[config.mk]
export PLATFORM = sky130hd
export DESIGN_NAME = reader_event_timer
export DESIGN_NICKNAME = d
export VERILOG_FILES = /design/src/pkg/reader_timer_pkg.sv /design/src/hw/tick_divider.sv /design/src/hw/reader_event_timer.sv
export VERILOG_INCLUDE_DIRS = /design/src /design/src/pkg
export SDC_FILE = /design/constraint.sdc
export NUM_CORES = 1
export LEC_CHECK = 0
export ABC_AREA = 1
export BUFFER_PORTS_ARGS = -buffer_cell sky130_fd_sc_hd__buf_2
export CORE_AREA = 8 8 138 140
export DETAILED_ROUTE_END_ITERATION = 16
export DIE_AREA = 0 0 146 148
export HOLD_SLACK_MARGIN = 0.12
export SLEW_MARGIN = 0
export SYNTH_ARGS = -nofsm -noshare
export SYNTH_HDL_FRONTEND = slang
export SYNTH_SLANG_ARGS = --single-unit
[constraint.sdc]
create_clock -name clk -period 9 [get_ports clk]
set_clock_uncertainty 0.15 [all_clocks]
set_input_delay 1.8 -clock clk [delete_from_list [all_inputs] [get_ports clk]]
set_output_delay 1.8 -clock clk [all_outputs]
set_load 0.01 [all_outputs]
[src/pkg/reader_timer_params.svh]
`ifndef READER_TIMER_PARAMS_SVH
`define READER_TIMER_PARAMS_SVH

// ****************************************
// Register offsets
// ****************************************
`define AUX_STATUS_ADDR 6'h05
`define COMMAND_CTRL_ADDR 6'h09
`define LIVE_COUNT_ADDR 6'h0c
`define TICK_CONFIG_ADDR 6'h2a
`define TRIGGER_SEL_ADDR 6'h2b
`define RELOAD_COUNT_ADDR 6'h2c

// ****************************************
// Field positions
// ****************************************
`define COUNTING_FLAG_BIT 7
`define START_IMMEDIATELY_BIT 1
`define HALT_IMMEDIATELY_BIT 2
`define AUTO_RELOAD_BIT 5
`define DIV_EXP_MSB 4
`define START_FIRST_TX_BIT 0
`define START_LAST_TX_BIT 1
`define HALT_FIRST_RX_BIT 2
`define HALT_LAST_RX_BIT 3

// ****************************************
// Reset values
// ****************************************
`define TICK_CONFIG_RESET 8'h00
`define TRIGGER_SEL_RESET 8'h00
`define RELOAD_COUNT_RESET 8'h00
`define COUNT_RESET 8'h00

// ****************************************
// Timing
// ****************************************
`define CHIP_CLOCK_KHZ 13560
`define MAX_DIV_EXPONENT 21

`endif

[src/pkg/reader_timer_pkg.sv]
package reader_timer_pkg;

  // Register port address and data
  typedef logic [5:0] reg_addr_type;
  typedef logic [7:0] reg_byte_type;

  // Prescaler exponent field
  typedef logic [4:0] div_exp_type;

endpackage

[src/hw/tick_divider.sv]
`timescale 1ns/1ps

// Power-of-two prescaler; restart realigns the phase to a start event
module tick_divider #(
  parameter int DIV_W = 21
) (
  // Clock and reset
  input wire logic clk,
  input wire logic sys_rst,
  // Control
  input wire logic restart,
  input wire reader_timer_pkg::div_exp_type div_exp,
  // Timer clock enable
  output logic tick
);

  logic [DIV_W-1:0] cnt_q;
  logic [DIV_W-1:0] limit;
  logic [DIV_W:0] full;

  // Terminal count is two to the exponent, less one
  always_comb begin
    full = (DIV_W+1)'(1) << div_exp;
    limit = DIV_W'(full - (DIV_W+1)'(1));
  end

  // Counter restarts at zero so the first tick is a full period away
  always_ff @(posedge clk or posedge sys_rst) begin
    if (sys_rst) begin
      cnt_q <= '0;
    end else if (restart || cnt_q >= limit) begin
      cnt_q <= '0;
    end else begin
      cnt_q <= cnt_q + DIV_W'(1);
    end
  end

  assign tick = !restart && (cnt_q >= limit);

endmodule

[src/hw/reader_event_timer.sv]
`timescale 1ns/1ps
`include "reader_timer_params.svh"

// Function
// - Running nonzero counter decrements by one on each timer tick.
// - With auto reload, count of one reloads instead of reaching zero.
// - Start on enabled tx first bit, tx last bit, or software start.
// - Every start, even while running, loads the reload value.
// - Stop on enabled rx events, zero without reload, or software halt.
// - Reload or configuration writes leave the running count alone.
// - Software halt never raises the interrupt flag.
// - Timer tick is chip clock divided by two to the exponent.
// - Start sets counting flag, stop clears it; count moves only while set or on a start load.
// - Live count is readable while running.
// - Stop before zero halts without an interrupt.
// - Without a stop, count reaches zero and raises the interrupt.
// - Auto reload raises the interrupt once every period.
// - Timer events never influence transmit or receive.
// - Flag set on one to zero, or one to reload with auto reload.
module reader_event_timer #(
  parameter int DIV_W = 21
) (
  // Clock and reset
  input wire logic clk,
  input wire logic sys_rst,
  // Host register port
  input wire reader_timer_pkg::reg_addr_type reg_addr,
  input wire reader_timer_pkg::reg_byte_type reg_wdata,
  input wire logic reg_wr,
  input wire logic reg_rd,
  output reader_timer_pkg::reg_byte_type reg_rdata,
  // Frame events from transmitter and receiver
  input wire logic tx_first_bit_event,
  input wire logic tx_last_bit_event,
  input wire logic rx_first_bit_event,
  input wire logic rx_last_bit_event,
  // Status towards interrupt system
  output logic countdown_irq_flag,
  output logic counting_flag,
  output logic [7:0] current_count
);

  // ****************************************
  // Configuration registers
  // ****************************************

  reader_timer_pkg::reg_byte_type tick_config_q;
  reader_timer_pkg::reg_byte_type trigger_select_q;
  reader_timer_pkg::reg_byte_type reload_count_q;
  reader_timer_pkg::reg_byte_type rdata_q;
  logic [7:0] count_q;
  logic [7:0] count_d;
  logic [7:0] reload_run_q;
  logic auto_run_q;
  reader_timer_pkg::div_exp_type exp_run_q;
  logic running_q;
  logic running_d;
  logic irq_q;
  logic irq_d;
  logic sw_start;
  logic sw_halt;
  logic start_ev;
  logic stop_ev;
  logic tick;
  logic [5:0] reg_sel;
  logic [3:0] frame_ev;
  logic [3:0] frame_hit;

  // ****************************************
  // Address decoding
  // ****************************************

  // Select positions, one per mapped register
  localparam int SEL_AUX = 0;
  localparam int SEL_CMD = 1;
  localparam int SEL_LIVE = 2;
  localparam int SEL_TICK = 3;
  localparam int SEL_TRIG = 4;
  localparam int SEL_RELOAD = 5;

  // Frame event sources, one per enable bit in trigger_select
  localparam int EVENT_COUNT = 4;

  // One-hot select shared by writes, reads and command strobes, so the three never disagree
  function automatic logic [5:0] reg_select(input reader_timer_pkg::reg_addr_type addr);
    logic [5:0] sel;
    sel = 6'h00;
    if (addr == `AUX_STATUS_ADDR) begin
      sel[SEL_AUX] = 1'b1;
    end else if (addr == `COMMAND_CTRL_ADDR) begin
      sel[SEL_CMD] = 1'b1;
    end else if (addr == `LIVE_COUNT_ADDR) begin
      sel[SEL_LIVE] = 1'b1;
    end else if (addr == `TICK_CONFIG_ADDR) begin
      sel[SEL_TICK] = 1'b1;
    end else if (addr == `TRIGGER_SEL_ADDR) begin
      sel[SEL_TRIG] = 1'b1;
    end else if (addr == `RELOAD_COUNT_ADDR) begin
      sel[SEL_RELOAD] = 1'b1;
    end
    return sel;
  endfunction

  // Unmapped addresses select nothing: writes drop, reads return zero
  assign reg_sel = reg_select(reg_addr);

  // ****************************************
  // Register access
  // ****************************************

  // Plain writes; command strobes are not stored and read back as zero
  always_ff @(posedge clk or posedge sys_rst) begin
    if (sys_rst) begin
      tick_config_q <= `TICK_CONFIG_RESET;
      trigger_select_q <= `TRIGGER_SEL_RESET;
      reload_count_q <= `RELOAD_COUNT_RESET;
    end else if (reg_wr) begin
      if (reg_sel[SEL_TICK]) begin
        tick_config_q <= reg_wdata;
      end else if (reg_sel[SEL_TRIG]) begin
        trigger_select_q <= reg_wdata;
      end else if (reg_sel[SEL_RELOAD]) begin
        reload_count_q <= reg_wdata;
      end
    end
  end

  // Read data is registered, valid the cycle after the read strobe
  always_ff @(posedge clk or posedge sys_rst) begin
    if (sys_rst) begin
      rdata_q <= 8'h00;
    end else if (reg_rd) begin
      if (reg_sel[SEL_AUX]) begin
        rdata_q <= {running_q, 7'h00};
      end else if (reg_sel[SEL_LIVE]) begin
        rdata_q <= count_q;
      end else if (reg_sel[SEL_TICK]) begin
        rdata_q <= tick_config_q;
      end else if (reg_sel[SEL_TRIG]) begin
        rdata_q <= trigger_select_q;
      end else if (reg_sel[SEL_RELOAD]) begin
        rdata_q <= reload_count_q;
      end else begin
        rdata_q <= 8'h00;
      end
    end
  end

  // ****************************************
  // Start and stop events
  // ****************************************

  // Software strobes act in the cycle of the write
  assign sw_start = reg_wr && reg_sel[SEL_CMD] && reg_wdata[`START_IMMEDIATELY_BIT];
  assign sw_halt = reg_wr && reg_sel[SEL_CMD] && reg_wdata[`HALT_IMMEDIATELY_BIT];

  // Frame events packed in the bit order of their enables in trigger_select
  assign frame_ev[`START_FIRST_TX_BIT] = tx_first_bit_event;
  assign frame_ev[`START_LAST_TX_BIT] = tx_last_bit_event;
  assign frame_ev[`HALT_FIRST_RX_BIT] = rx_first_bit_event;
  assign frame_ev[`HALT_LAST_RX_BIT] = rx_last_bit_event;

  // An event whose enable is clear is ignored; the timer only listens to enabled frames and software strobes
  for (genvar i = 0; i < EVENT_COUNT; i++) begin : g_gate
    assign frame_hit[i] = frame_ev[i] && trigger_select_q[i];
  end

  // Any enabled start or stop source
  assign start_ev = sw_start
    || frame_hit[`START_FIRST_TX_BIT]
    || frame_hit[`START_LAST_TX_BIT];
  assign stop_ev = sw_halt
    || frame_hit[`HALT_FIRST_RX_BIT]
    || frame_hit[`HALT_LAST_RX_BIT];

  // ****************************************
  // Prescaler
  // ****************************************

  // Runs on the exponent latched at start, so a mid-run write cannot bend the period
  tick_divider #(
    .DIV_W(DIV_W)
  ) u_div (
    .clk(clk),
    .sys_rst(sys_rst),
    .restart(start_ev),
    .div_exp(exp_run_q),
    .tick(tick)
  );

  // ****************************************
  // Down counter
  // ****************************************

  // Start outranks stop; stop outranks a tick, so a halted count raises nothing
  always_comb begin
    count_d = count_q;
    running_d = running_q;
    irq_d = 1'b0;
    if (start_ev) begin
      count_d = reload_count_q;
      running_d = 1'b1;
    end else if (stop_ev) begin
      running_d = 1'b0;
    end else if (running_q && tick) begin
      if (count_q == 8'h01 && auto_run_q) begin
        count_d = reload_run_q;
        irq_d = 1'b1;
      end else if (count_q == 8'h01) begin
        count_d = 8'h00;
        running_d = 1'b0;
        irq_d = 1'b1;
      end else if (count_q == 8'h00) begin
        running_d = 1'b0;
      end else begin
        count_d = count_q - 8'h01;
      end
    end
  end

  // Count, run flag and interrupt flag; nothing here reaches the transmitter or receiver
  always_ff @(posedge clk or posedge sys_rst) begin
    if (sys_rst) begin
      count_q <= `COUNT_RESET;
      running_q <= 1'b0;
      irq_q <= 1'b0;
    end else begin
      count_q <= count_d;
      running_q <= running_d;
      irq_q <= irq_d;
    end
  end

  // Working copy of the configuration, refreshed only at start
  always_ff @(posedge clk or posedge sys_rst) begin
    if (sys_rst) begin
      reload_run_q <= `RELOAD_COUNT_RESET;
      auto_run_q <= 1'b0;
      exp_run_q <= '0;
    end else if (start_ev) begin
      reload_run_q <= reload_count_q;
      auto_run_q <= tick_config_q[`AUTO_RELOAD_BIT];
      exp_run_q <= tick_config_q[`DIV_EXP_MSB:0];
    end
  end

  // Outputs straight from flip-flops
  assign reg_rdata = rdata_q;
  assign countdown_irq_flag = irq_q;
  assign counting_flag = running_q;
  assign current_count = count_q;

  // ****************************************
  // Checks
  // ****************************************

  start_loads_a: assert property (@(posedge clk) disable iff (sys_rst)
    start_ev |=> (count_q == $past(reload_count_q)) && running_q)
    else $error("start did not load reload value");

  halt_stops_a: assert property (@(posedge clk) disable iff (sys_rst)
    (stop_ev && !start_ev) |=> !running_q)
    else $error("stop event left timer running");

  halt_silent_a: assert property (@(posedge clk) disable iff (sys_rst)
    (sw_halt && !start_ev) |=> !irq_q)
    else $error("software halt raised interrupt");

  step_down_a: assert property (@(posedge clk) disable iff (sys_rst)
    (running_q && tick && !start_ev && !stop_ev && count_q > 8'h01) |=> count_q == $past(count_q) - 8'h01)
    else $error("counter did not decrement");

  auto_reload_a: assert property (@(posedge clk) disable iff (sys_rst)
    (running_q && tick && !start_ev && !stop_ev && count_q == 8'h01 && auto_run_q)
    |=> (count_q == $past(reload_run_q)) && irq_q && running_q)
    else $error("auto reload failed");

  expire_irq_a: assert property (@(posedge clk) disable iff (sys_rst)
    (running_q && tick && !start_ev && !stop_ev && count_q == 8'h01 && !auto_run_q)
    |=> (count_q == 8'h00) && irq_q && !running_q)
    else $error("expiry did not flag and stop");

  idle_hold_a: assert property (@(posedge clk) disable iff (sys_rst)
    (!running_q && !start_ev) |=> $stable(count_q))
    else $error("count moved while stopped");

  start_wins_a: assert property (@(posedge clk) disable iff (sys_rst)
    (start_ev && stop_ev) |=> running_q)
    else $error("stop beat coincident start");

  irq_cause_a: assert property (@(posedge clk) disable iff (sys_rst)
    irq_q |-> $past(running_q) && $past(count_q) == 8'h01)
    else $error("interrupt without count of one");

  no_early_tick_a: assert property (@(posedge clk) disable iff (sys_rst)
    (start_ev && tick_config_q[`DIV_EXP_MSB:0] != 5'h00) |=> !tick)
    else $error("tick right after start");

  // Register access, run-configuration latch, halt, tick spacing, run start, interrupt origin and auto reload
  latch_at_start_a: assert property (@(posedge clk) disable iff (sys_rst)
    !start_ev |=> $stable(reload_run_q) && $stable(auto_run_q) && $stable(exp_run_q))
    else $error("run configuration changed without a start");

  reload_write_a: assert property (@(posedge clk) disable iff (sys_rst)
    (reg_wr && reg_sel[SEL_RELOAD]) |=> reload_count_q == $past(reg_wdata))
    else $error("reload write did not land");

  halt_freezes_a: assert property (@(posedge clk) disable iff (sys_rst)
    (stop_ev && !start_ev) |=> $stable(count_q) && !irq_q)
    else $error("stop moved the count or raised interrupt");

  live_read_a: assert property (@(posedge clk) disable iff (sys_rst)
    (reg_rd && reg_sel[SEL_LIVE]) |=> reg_rdata == $past(count_q))
    else $error("live count read mismatch");

  status_read_a: assert property (@(posedge clk) disable iff (sys_rst)
    (reg_rd && reg_sel[SEL_AUX]) |=> reg_rdata == {$past(running_q), 7'h00})
    else $error("status read mismatch");

  tick_gap_a: assert property (@(posedge clk) disable iff (sys_rst)
    (tick && !start_ev && exp_run_q != 5'h00) |=> !tick)
    else $error("divided tick on two cycles in a row");

  irq_from_tick_a: assert property (@(posedge clk) disable iff (sys_rst)
    irq_q |-> $past(tick) && !$past(start_ev) && !$past(stop_ev))
    else $error("interrupt without a clean tick");

  run_rise_a: assert property (@(posedge clk) disable iff (sys_rst)
    $rose(running_q) |-> $past(start_ev))
    else $error("timer started without a start event");

  auto_keeps_a: assert property (@(posedge clk) disable iff (sys_rst)
    (running_q && auto_run_q && count_q != 8'h00 && !stop_ev) |=> running_q)
    else $error("auto reload timer stopped by itself");

  irq_reload_a: assert property (@(posedge clk) disable iff (sys_rst)
    (irq_q && auto_run_q) |-> running_q && count_q == reload_run_q)
    else $error("periodic interrupt without reload");

endmodule

==> results of run 1 <==
==> worst max-delay path, cell delays in order, from the launching register on <==
cell and delay, ns:
dfrtp_1 0.48, nor2_4 0.08, inv_2 0.10, nor2_4 0.05, nand2_1 0.10, ha_1 0.23, nand3_2 0.21, nor2_2 0.17
nand3_1 0.11, xor2_1 0.16, ha_1 0.30, nand2_1 0.07, nand2_1 0.04, nand2_1 0.05, nand2_1 0.06, a21oi_2 0.17
nand4_4 0.18, nor2_4 0.25, inv_4 0.14, nor3_1 0.19
==> how the worst min path moves through the flow <==
stage               depth (start not counted)  slack (ns)                     endpoint
floorplan                                   2        0.29  reload_run_q[0]$_DFFE_PP0P_
global placement                            2        0.30  reload_run_q[5]$_DFFE_PP0P_
detailed placement                          2        0.31  reload_run_q[5]$_DFFE_PP0P_
CTS                                         2        0.32  reload_run_q[5]$_DFFE_PP0P_
global route                                2        0.35  reload_run_q[6]$_DFFE_PP0P_
finish                                      2        0.31  reload_run_q[5]$_DFFE_PP0P_
==> metrics by stage <==
| step | cell area, sq um | setup WS [ns] |
|---|---|---|
| 2_1_floorplan | 4930 | 5.08 |
| 6_report | 5640 | 5.61 |
| 4_1_cts | 5640 | 5.57 |
| 3_5_place_dp | 5330 | 5.54 |
| 3_3_place_gp | 5330 | 5.64 |
| 5_1_grt | 5640 | 5.30 |
==> layer usage <==
metal / share of wire / vias to the layer above
met5: 0 / -
met4: 0.017 / 0
met3: 0.035 / 11
met2: 0.44 / 65
met1: 0.51 / 1989
li1: - / 2189
==> area by class of cell <==
type,count,area (sq um)
Fill cell,1852,11300
Multi-Input combinational cell,483,2630
Sequential cell,77,1930
Inverter,76,292
Tap cell,225,282
Clock buffer,11,233
Timing Repair Buffer,40,203
Clock inverter,5,82.6
==> report_power, final <==
group	internal, mW	total [mW]	leakage, nW	switching, mW
clock network	0.244	0.391	0.154	0.147
registers	0.411	0.497	1.03	0.0857
logic	0.262	0.698	1.61	0.436
==> sequential cells by signal (all words and copies together), names as in the netlist, 5 cells and up <==
signal	cells
exp_run_q	5
tick_config_q	8
reload_count_q	8
trigger_select_q	8
u_div.cnt_q	21
current_count	8
reg_rdata	8
reload_run_q	8
==> cell usage in the layout, fill, tap and decap left out, drive strengths merged, types with 2 or more instances in the layout <==
| master | instances |
|---|---|
| nand2 | 205 |
| nor2 | 78 |
| dfrtp | 77 |
| inv | 75 |
| o21ai | 52 |
| buf | 40 |
| nand3 | 30 |
| a21oi | 27 |
| ha | 25 |
| nand4 | 14 |
| nor3 | 14 |
| xor2 | 12 |
| clkbuf | 11 |
| xnor2 | 6 |
| o211ai | 5 |
| nor4 | 4 |
| clkinv | 4 |
| o21bai | 2 |
| a41oi | 2 |
| and2 | 2 |
| bufinv | 2 |
| or2 | 2 |
==> cells by family (layout without fill, tap and decap cells) <==
kind of cell               after synthesis  after routing
buffers and inverters                   87            132
DFF                                     77             77
adders and majority gates               25             25
xor gates and xnor gates                18             18
and+or+nand+nor                        349            349
AOI/OAI and AO/OA                       91             91
==> flow_metrics.py, run 1 <==
metrics = {
    "sta": {
        "tns_ns": 0,
        "timing.fmax_mhz": 295,
        "max_slew_margin": 0.338,
        "fin_crit_sh": 0.376,
        "period_minus_slack_ns": 3.39,
        "hold_violations": 0,
        "holdWs_ns": 0.313,
        "rsz0062_at_grt": "false",
        "setup_viol": 0,
        "drv_slew": 0,
        "worst_slew_pin_slew_ns": 0.992,
    },
    "cells_and_area": {
        "syn_to_final_growth_pct": 14.4,
        "diodes": 0,
        "drive_above_1_share": 0.153,
        "fin_util": 0.333,
        "fin_nets": 734,
        "layoutNonFillerInstCount": 917,
    },
    "clock_network": {
        "clk_pin_slew_ns": 0.06,
        "cts_root_buf": "clkbuf_16",
        "post_cts_resized": 0,
        "postCtsSetupBuffers": 0,
        "clock-sinks": 77,
        "cts_hold_buffers": 0,
        "clk_latency_ns": 0.34,
        "tritoncts": "yes",
        "htreeDepth": 3,
        "cts_buffer_depth": 2,
        "cts_buffers": 9,
    },
    "critical_path": {
        "crit_fanout": 16,
        "crit_end": "u_div.cnt_q[17]$_DFF_PP0_",
        "ff2ff_setup_slack_ns": 5.61,
        "crit_arrival_ns": 3.48,
        "cp-end-kind": "register",
        "worstSetupPathType": "reg2reg",
        "r2r_cells": 19,
        "required_ns": 9.09,
        "cp-startpoint": "exp_run_q[3]$_DFFE_PP0P_",
        "r2r_end": "u_div.cnt_q[17]$_DFF_PP0_",
        "reg2reg_from": "exp_run_q[3]$_DFFE_PP0P_",
        "start_kind": "register",
    },
    "logic_synthesis": {
        "yosys.area.top_type": "dfrtp_1",
        "syn_inst": 647,
        "yosysWarningCount": 0,
        "syn_avg_cell_area_sq_um": 7.63,
        "ys.flop_type": "dfrtp_1",
        "synth_compound_area_frac": 0.106,
        "yosys.area_share.simple": 0.331,
        "synth-xor-area-share": 0.0320,
        "synth-edff-count": 0,
        "synth_top_family_by_area": "simple AND/OR/NAND/NOR gates",
        "synthTopCellsByArea": "dfrtp_1 (39%), nand2_1 (15%), ha_1 (6.3%)",
        "synth_top_cell_area_share": 0.391,
        "synth_fp_nets": 694,
        "yosys-top-cells-count": "nand2_1 (198), dfrtp_1 (77), inv_1 (70)",
        "ys_ff_latch": 77,
        "synth-seq-area-share": 0.391,
        "syn_area_sq_mm": 0.00493,
        "synth.most_common_cell": "nand2_1",
        "muxShareOfSynthArea": 0,
        "synth_cell_types": 44,
        "ys_async_sr_fraction": 1.00,
        "synthAdderAreaFrac": 0.0634,
    },
    "grt": {
        "grt_pass1_vias": 4053,
        "grt_pass1_wl_mm": 21.3,
        "met2_usage": 0.182,
        "antenna_found_initial": 0,
        "grt_use_total": 0.122,
        "met3_usage": 0.0242,
        "grt_remaining_overflow": 0,
        "grt_max_degree": 78,
        "grtUsageMet1": 0.172,
        "busiest_layer": "met2",
    },
    "floorplan": {
        "start_util": 0.291,
        "row_count": 48,
        "dieArea_sq_mm": 0.0216,
        "fp.dieW_um": 146,
        "io-pin-count": 40,
        "die_h_um": 148,
        "core_area_sq_mm": 0.0169,
    },
    "routing": {
        "vias": 4254,
        "first_iter_violations": 334,
        "first_pass_iters": 5,
        "remaining_drc_errors": 0,
        "detail_route.wl_per_cell_um": 14.0,
        "drtAntennaViolNets": 0,
        "wl_mm": 12.9,
        "drt-vias-per-instance": 4.64,
    },
    "placement": {
        "dpl.hpwl_mm": 9.80,
        "io_buffers": 39,
        "dp_cells": 901,
        "gp_congestion": 0.827,
    },
    "power_and_ir_drop": {
        "power.density_mw_per_mm2": 281,
        "vdd_drop_max_uv": 100,
        "p_leak_nw": 2.79,
        "power_mw": 1.59,
    },
    "job": {
        "maxCapViolations": 0,
    },
    "run_status": {
        "status": "complete, no violations",
    },
    "worst_hold_path": {
        "min_path_type": "reg2reg",
        "hold_start": "reload_run_q[5]$_DFFE_PP0P_",
    },
}
(Power assumes the default switching activity.)
==> run 2, diff against run 1 <==
--- a/config.mk
+++ b/config.mk
@@ -6,11 +6,11 @@
 export SDC_FILE = /design/constraint.sdc
 export NUM_CORES = 1
 export LEC_CHECK = 0
-export ABC_AREA = 1
+export ABC_AREA = 0
 export BUFFER_PORTS_ARGS = -buffer_cell sky130_fd_sc_hd__buf_2
-export CORE_AREA = 8 8 138 140
+export CORE_AREA = 8 8 134 136
 export DETAILED_ROUTE_END_ITERATION = 16
-export DIE_AREA = 0 0 146 148
+export DIE_AREA = 0 0 142 144
 export HOLD_SLACK_MARGIN = 0.12
 export SLEW_MARGIN = 0
 export SYNTH_ARGS = -nofsm -noshare
==> constraint.sdc (replaced) <==
create_clock -name clk -period 2.9 [get_ports clk]
set_clock_uncertainty 0.15 [all_clocks]
set_input_delay 0.58 -clock clk [delete_from_list [all_inputs] [get_ports clk]]
set_output_delay 0.58 -clock clk [all_outputs]
set_load 0.01 [all_outputs]
==> run 2 against run 1 <==
Net effect: the run now ends with negative setup slack left; clock power rose to 3.2 times the previous value; routed wire length down 3.8%; die area decreased by 5.4%; utilization rose by 4.0 points; cell area is 6.1% higher; maximum frequency fell by 0.69%; via count fell by 5.4%; hold slack got worse by 0.15 ns; critical path depth shrank 3; non-clock buffer count grew 46; sequential share of layout area fell by 2.0 points.
==> flow_metrics.py, run 2 <==
metrics = {
    "critical_path": {
        "worstSetupPathType": "reg2reg",
        "ff2ff_setup_slack_ns": -0.51,
        "r2r_cells": 16,
        "cp_slowest_cell": "dfrtp_1",
        "cp-end-kind": "register",
        "r2r_end": "u_div.cnt_q[15]$_DFF_PP0_",
        "required_ns": 3.03,
        "cp_top_family": "compound AO/OA/AOI/OAI gates",
        "crit_fanout": 5,
        "start_kind": "register",
        "slowest_delay_ns": 0.41,
        "cpMostUsedCell": "buf_4",
        "worstPathCellList": "nor3_4, nand3b_1, ha_4, buf_4, inv_4, o21ai_0, a32oi_1, ha_1, a21oi_1, o221ai_2, a41oi_2, o21a_2, o211ai_1, buf_4, clkbuf_16, nor2_2",
        "crit_arrival_ns": 3.54,
        "critPathBufInv": 4,
        "reg2reg_from": "exp_run_q[4]$_DFFE_PP0P_",
    },
    "routing": {
        "drtAntennaViolNets": 0,
        "vias": 4023,
        "remaining_drc_errors": 0,
        "wl_mm": 12.4,
        "first_pass_iters": 6,
        "drt-vias-per-instance": 5.07,
        "first_iter_violations": 236,
        "detail_route.wl_per_cell_um": 15.6,
    },
    "grt": {
        "met2_usage": 0.216,
        "grt_pass1_wl_mm": 20.3,
        "grt_pass1_vias": 4072,
        "met3_usage": 0.0264,
        "busiest_layer": "met2",
        "antenna_found_initial": 0,
        "grtUsageMet1": 0.148,
        "grt_use_total": 0.125,
        "grt_max_degree": 78,
        "grt_remaining_overflow": 0,
    },
    "run_status": {
        "status": "finished with violations",
        "violations": "negative setup slack",
    },
    "sta": {
        "hold_violations": 0,
        "rsz0062_at_grt": "true",
        "timing.fmax_mhz": 293,
        "max_slew_margin": 0.609,
        "drv_slew": 0,
        "period_minus_slack_ns": 3.41,
        "fin_crit_sh": 1.18,
        "holdWs_ns": 0.166,
        "setup_viol": 31,
        "fin_ws_ns": -0.511,
        "worst_slew_pin_slew_ns": 0.585,
    },
    "logic_synthesis": {
        "yosys-top-cells-count": "nand2_1 (82), dfrtp_1 (77), nor2_1 (48)",
        "synth.most_common_cell": "nand2_1",
        "syn_inst": 495,
        "synth-edff-count": 0,
        "yosys.area.top_type": "dfrtp_1",
        "synth_top_cell_area_share": 0.415,
        "synth_cell_types": 58,
        "ys_ff_latch": 77,
        "ys_async_sr_fraction": 1.00,
        "synthTopCellsByArea": "dfrtp_1 (41%), ha_1 (6.7%), nand2_1 (6.6%)",
        "syn_area_sq_mm": 0.00465,
        "ys.flop_type": "dfrtp_1",
        "yosysWarningCount": 0,
        "synth_fp_nets": 542,
        "syn_avg_cell_area_sq_um": 9.39,
        "synth-seq-area-share": 0.415,
    },
    "clock_network": {
        "cts_buffer_depth": 2,
        "clk_pin_slew_ns": 0.06,
        "cts_hold_buffers": 0,
        "clock-sinks": 77,
        "cts_buffers": 9,
        "clk_latency_ns": 0.35,
        "cts_root_buf": "clkbuf_16",
        "tritoncts": "yes",
        "htreeDepth": 3,
    },
    "floorplan": {
        "fp.dieW_um": 142,
        "io-pin-count": 40,
        "start_util": 0.290,
        "row_count": 47,
        "die_h_um": 144,
        "core_area_sq_mm": 0.0161,
        "dieArea_sq_mm": 0.0204,
    },
    "placement": {
        "dpl_cell_area_sq_mm": 0.00540,
        "dp_slack_ns": -0.712,
        "dpl.hpwl_mm": 8.74,
        "gp_congestion": 0.829,
        "io_buffers": 39,
    },
    "cells_and_area": {
        "final_common_cell": "nand2_1",
        "mostFrequentLayoutCells": "nand2_1 (81), dfrtp_1 (77), buf_4 (40), buf_2 (39), nor2_1 (35)",
        "fill_cells": 1591,
        "drive_above_1_share": 0.293,
        "fin_nets": 615,
        "fin_area_sq_mm": 0.00599,
        "syn_to_final_growth_pct": 28.8,
        "regArea_sq_mm": 0.00193,
        "fin_util": 0.373,
        "diodes": 0,
        "top_register": "u_div.cnt_q",
        "multi_input_area_sq_mm": 0.00278,
        "largest_reg_flops": 21,
    },
    "power_and_ir_drop": {
        "vdd_drop_max_uv": 393,
        "power.density_mw_per_mm2": 905,
        "power_mw": 5.42,
        "p_leak_nw": 2.67,
    },
    "job": {
        "maxCapViolations": 0,
    },
    "worst_hold_path": {
        "min_path_type": "in2async",
    },
}
==> run 2: logic make-up (layout without fill, tap and decap cells) <==
| group | count (synthesis) | after routing | share of synthesized area |
|---|---|---|---|
| AND/OR/NAND/NOR | 203 | 203 | 0.216 |
| buffers and inverters | 35 | 113 | 0.0301 |
| XOR/XNOR | 26 | 26 | 0.0490 |
| adder cells (fa/ha/maj) | 25 | 25 | 0.0673 |
| multiplexers | 32 | 32 | 0.0756 |
| flip-flops | 77 | 77 | 0.415 |
| AO/OA/AOI/OAI | 97 | 97 | 0.147 |
==> run 2: worst max-delay path by stage <==
stage | from | end | slack [ns] | cells past startpoint
final | exp_run_q[4]$_DFFE_PP0P_ | u_div.cnt_q[15]$_DFF_PP0_ | -0.51 | 16
after detailed placement | exp_run_q[4]$_DFFE_PP0P_ | countdown_irq_flag$_DFF_PP0_ | -0.71 | 15
after floorplan | exp_run_q[1]$_DFFE_PP0P_ | current_count[6]$_DFFE_PP0P_ | -0.58 | 15
after CTS | exp_run_q[3]$_DFFE_PP0P_ | u_div.cnt_q[7]$_DFF_PP0_ | -0.50 | 16
after global routing | exp_run_q[4]$_DFFE_PP0P_ | current_count[6]$_DFFE_PP0P_ | -0.74 | 15
after global placement | exp_run_q[4]$_DFFE_PP0P_ | countdown_irq_flag$_DFF_PP0_ | -0.60 | 15
==> run 2: final cells by class <==
class / count / area share
multi-input cells: 383 / 0.465
flip-flops and latches: 77 / 0.322
repair buffers: 86 / 0.105
well taps: 220 / 0.0460
clock buffers: 9 / 0.0376
clock inverters: 7 / 0.0176
inverters: 11 / 0.00731
==> run 2: metrics by stage <==
stage                     std cells  setup TNS [ns]
after floorplan                 495          -13.92
after CTS                       791          -14.80
after global placement          768          -13.38
after global routing            793          -21.46
after detailed placement        768          -17.25
final                           793          -14.35
==> run 2: timing repair <==
item                       4_1_cts  5_1_grt
cloned                           1        1
buffers inserted                 6        1
resized for setup               24       22
pin swaps                       18        8
setup endpoints to repair       31       31
==> run 2: where the power goes <==
part	leakage, nW	switching [mW]	total, mW	internal [mW]
combinational	1.52	1.40	2.68	1.28
sequential	0.994	0.225	1.48	1.25
clock	0.164	0.486	1.26	0.770
==> run 2: routing by layer <==
metal | wire, um | part of all wire
met2 | 6280 | 0.51
met1 | 5440 | 0.44
met5 | 0 | 0
met4 | 221 | 0.018
met3 | 419 | 0.034
==> run 2: tightest hold or removal path, stage by stage <==
cell,delay [ns]
buf_2,0.10
inv_2,0.06
buf_12,0.34
==> run 3, diff against run 2 <==
--- a/config.mk
+++ b/config.mk
@@ -12,6 +12,7 @@
 export DETAILED_ROUTE_END_ITERATION = 16
 export DIE_AREA = 0 0 142 144
 export HOLD_SLACK_MARGIN = 0.12
+export SKIP_CTS_REPAIR_TIMING = 1
 export SLEW_MARGIN = 0
 export SYNTH_ARGS = -nofsm -noshare
 export SYNTH_HDL_FRONTEND = slang
==> run 3 against run 2 <==
Net effect: the run still ends with negative setup slack left; die area unchanged; first-iteration DRC count up 11%; flip-flop and latch count unchanged; cell count decreased by 0.50%; non-clock buffer count is 4 lower; routed wire length fell by 1.1%; via count is 0.37% higher; cell area down 1.7%; critical path type unchanged; largest power group unchanged; combinational power shrank 4%; global-route usage down 0.33 points; register-to-register slack hardly changed; critical path depth unchanged.
==> flow_metrics.py, run 3 (synthesis gave the netlist of run 2 again) <==
metrics = {
    "grt": {
        "grt_pass1_wl_mm": 19.8,
        "antenna_found_initial": 0,
        "grt_max_degree": 78,
        "grt_remaining_overflow": 0,
        "grt_pass1_vias": 3978,
        "grt_use_total": 0.121,
    },
    "critical_path": {
        "worstSetupPathType": "reg2reg",
        "required_ns": 2.98,
        "cp-end-kind": "register",
        "cpMostUsedCell": "nor3_4",
        "crit_arrival_ns": 3.51,
        "start_kind": "register",
        "critPathBufInv": 2,
        "worstPathCellList": "nor3_4, nand3b_1, ha_4, nor3_4, nand2_1, o21ai_2, a21oi_2, ha_1, nand4_1, o21bai_4, a211o_1, o21a_2, o211ai_1, buf_4, buf_8, nor2_1",
        "crit_fanout": 10,
        "cp_slowest_cell": "dfrtp_1",
        "slowest_delay_ns": 0.40,
        "cp_top_family": "compound AO/OA/AOI/OAI gates",
    },
    "run_status": {
        "violations": "negative setup slack",
        "status": "finished with violations",
    },
    "cells_and_area": {
        "syn_to_final_growth_pct": 26.6,
        "final_common_cell": "nand2_1",
        "top_register": "u_div.cnt_q",
        "fin_area_sq_mm": 0.00589,
        "fin_nets": 611,
        "largest_reg_flops": 21,
        "fin_util": 0.367,
        "diodes": 0,
        "drive_above_1_share": 0.271,
        "mostFrequentLayoutCells": "nand2_1 (81), dfrtp_1 (77), nor2_1 (46), buf_2 (39), buf_4 (36)",
    },
    "routing": {
        "first_pass_iters": 7,
        "drt-vias-per-instance": 5.12,
        "detail_route.wl_per_cell_um": 15.5,
        "remaining_drc_errors": 0,
        "wl_mm": 12.2,
        "drtAntennaViolNets": 0,
        "first_iter_violations": 263,
        "vias": 4038,
    },
    "floorplan": {
        "fp.dieW_um": 142,
        "dieArea_sq_mm": 0.0204,
        "io-pin-count": 40,
        "core_area_sq_mm": 0.0161,
        "start_util": 0.290,
        "row_count": 47,
        "die_h_um": 144,
    },
    "sta": {
        "rsz0062_at_grt": "true",
        "tns_ns": -15.09,
        "worst_slew_pin_slew_ns": 0.612,
        "drv_slew": 0,
        "max_slew_margin": 0.591,
        "timing.fmax_mhz": 292,
        "fin_ws_ns": -0.524,
        "holdWs_ns": 0.168,
        "setup_viol": 31,
        "hold_violations": 0,
        "fin_crit_sh": 1.18,
        "period_minus_slack_ns": 3.42,
    },
    "clock_network": {
        "cts_buffer_depth": 2,
        "clk_latency_ns": 0.35,
        "cts_buffers": 9,
        "cts_root_buf": "clkbuf_16",
        "tritoncts": "yes",
        "htreeDepth": 3,
        "clk_pin_slew_ns": 0.06,
        "clock-sinks": 77,
    },
    "power_and_ir_drop": {
        "p_leak_nw": 2.65,
        "vdd_drop_max_uv": 393,
        "power.density_mw_per_mm2": 899,
        "power_mw": 5.29,
    },
    "placement": {
        "io_buffers": 39,
        "gp_congestion": 0.829,
        "dpl_cell_area_sq_mm": 0.00540,
        "dpl.hpwl_mm": 8.74,
    },
    "job": {
        "maxCapViolations": 0,
    },
    "worst_hold_path": {
        "min_path_type": "in2async",
    },
}
## run 3: worst min-delay path, stage by stage
cell    delay (ns)
buf_2         0.10
inv_2         0.06
buf_12        0.34
## run 3: final cells by class
| type | count | area (sq um) |
|---|---|---|
| Clock buffer | 9 | 225 |
| Clock inverter | 7 | 105 |
| Fill cell | 1600 | 10200 |
| Inverter | 11 | 41.3 |
| Multi-Input combinational cell | 383 | 2720 |
| Sequential cell | 77 | 1930 |
| Tap cell | 220 | 275 |
| Timing Repair Buffer | 82 | 592 |
## run 3: final timing paths
check,startpoint,depth (start not counted),slack [ns],to
worst max-delay path,exp_run_q[3]$_DFFE_PP0P_,16,-0.52,u_div.cnt_q[19]$_DFF_PP0_
worst min-delay path,sys_rst,3,0.17,countdown_irq_flag$_DFF_PP0_
worst max register to register,exp_run_q[3]$_DFFE_PP0P_,16,-0.52,u_div.cnt_q[19]$_DFF_PP0_
worst min register to register,reload_run_q[4]$_DFFE_PP0P_,2,0.32,reload_run_q[4]$_DFFE_PP0P_
max in group asynchronous,sys_rst,3,2.11,reg_rdata[3]$_DFFE_PP0P_
min in group clk,reload_run_q[4]$_DFFE_PP0P_,2,0.32,reload_run_q[4]$_DFFE_PP0P_
## run 3: metal layers
metal  vias to the layer above  track usage  wire length (um)
met5                         -            0                 0
li1                       1938            -                 -
met1                      2010        0.145              5390
met2                        73        0.211              6250
met3                        17       0.0261               418
met4                         0       0.0430               170
## run 3: per-stage QoR
| stage | setup slack, ns | instances |
|---|---|---|
| after floorplan | -0.577 | 495 |
| after global placement | -0.601 | 768 |
| after detailed placement | -0.712 | 768 |
| after CTS | -0.728 | 784 |
| after global routing | -0.719 | 789 |
| final | -0.524 | 789 |
## run 3: power by group
group / leakage [nW] / total (mW) / internal (mW) / switching (mW)
sequential: 0.994 / 1.48 / 1.25 / 0.225
clock: 0.164 / 1.25 / 0.770 / 0.484
combinational: 1.49 / 2.56 / 1.21 / 1.35
total: 2.65 / 5.29 / 3.23 / 2.06
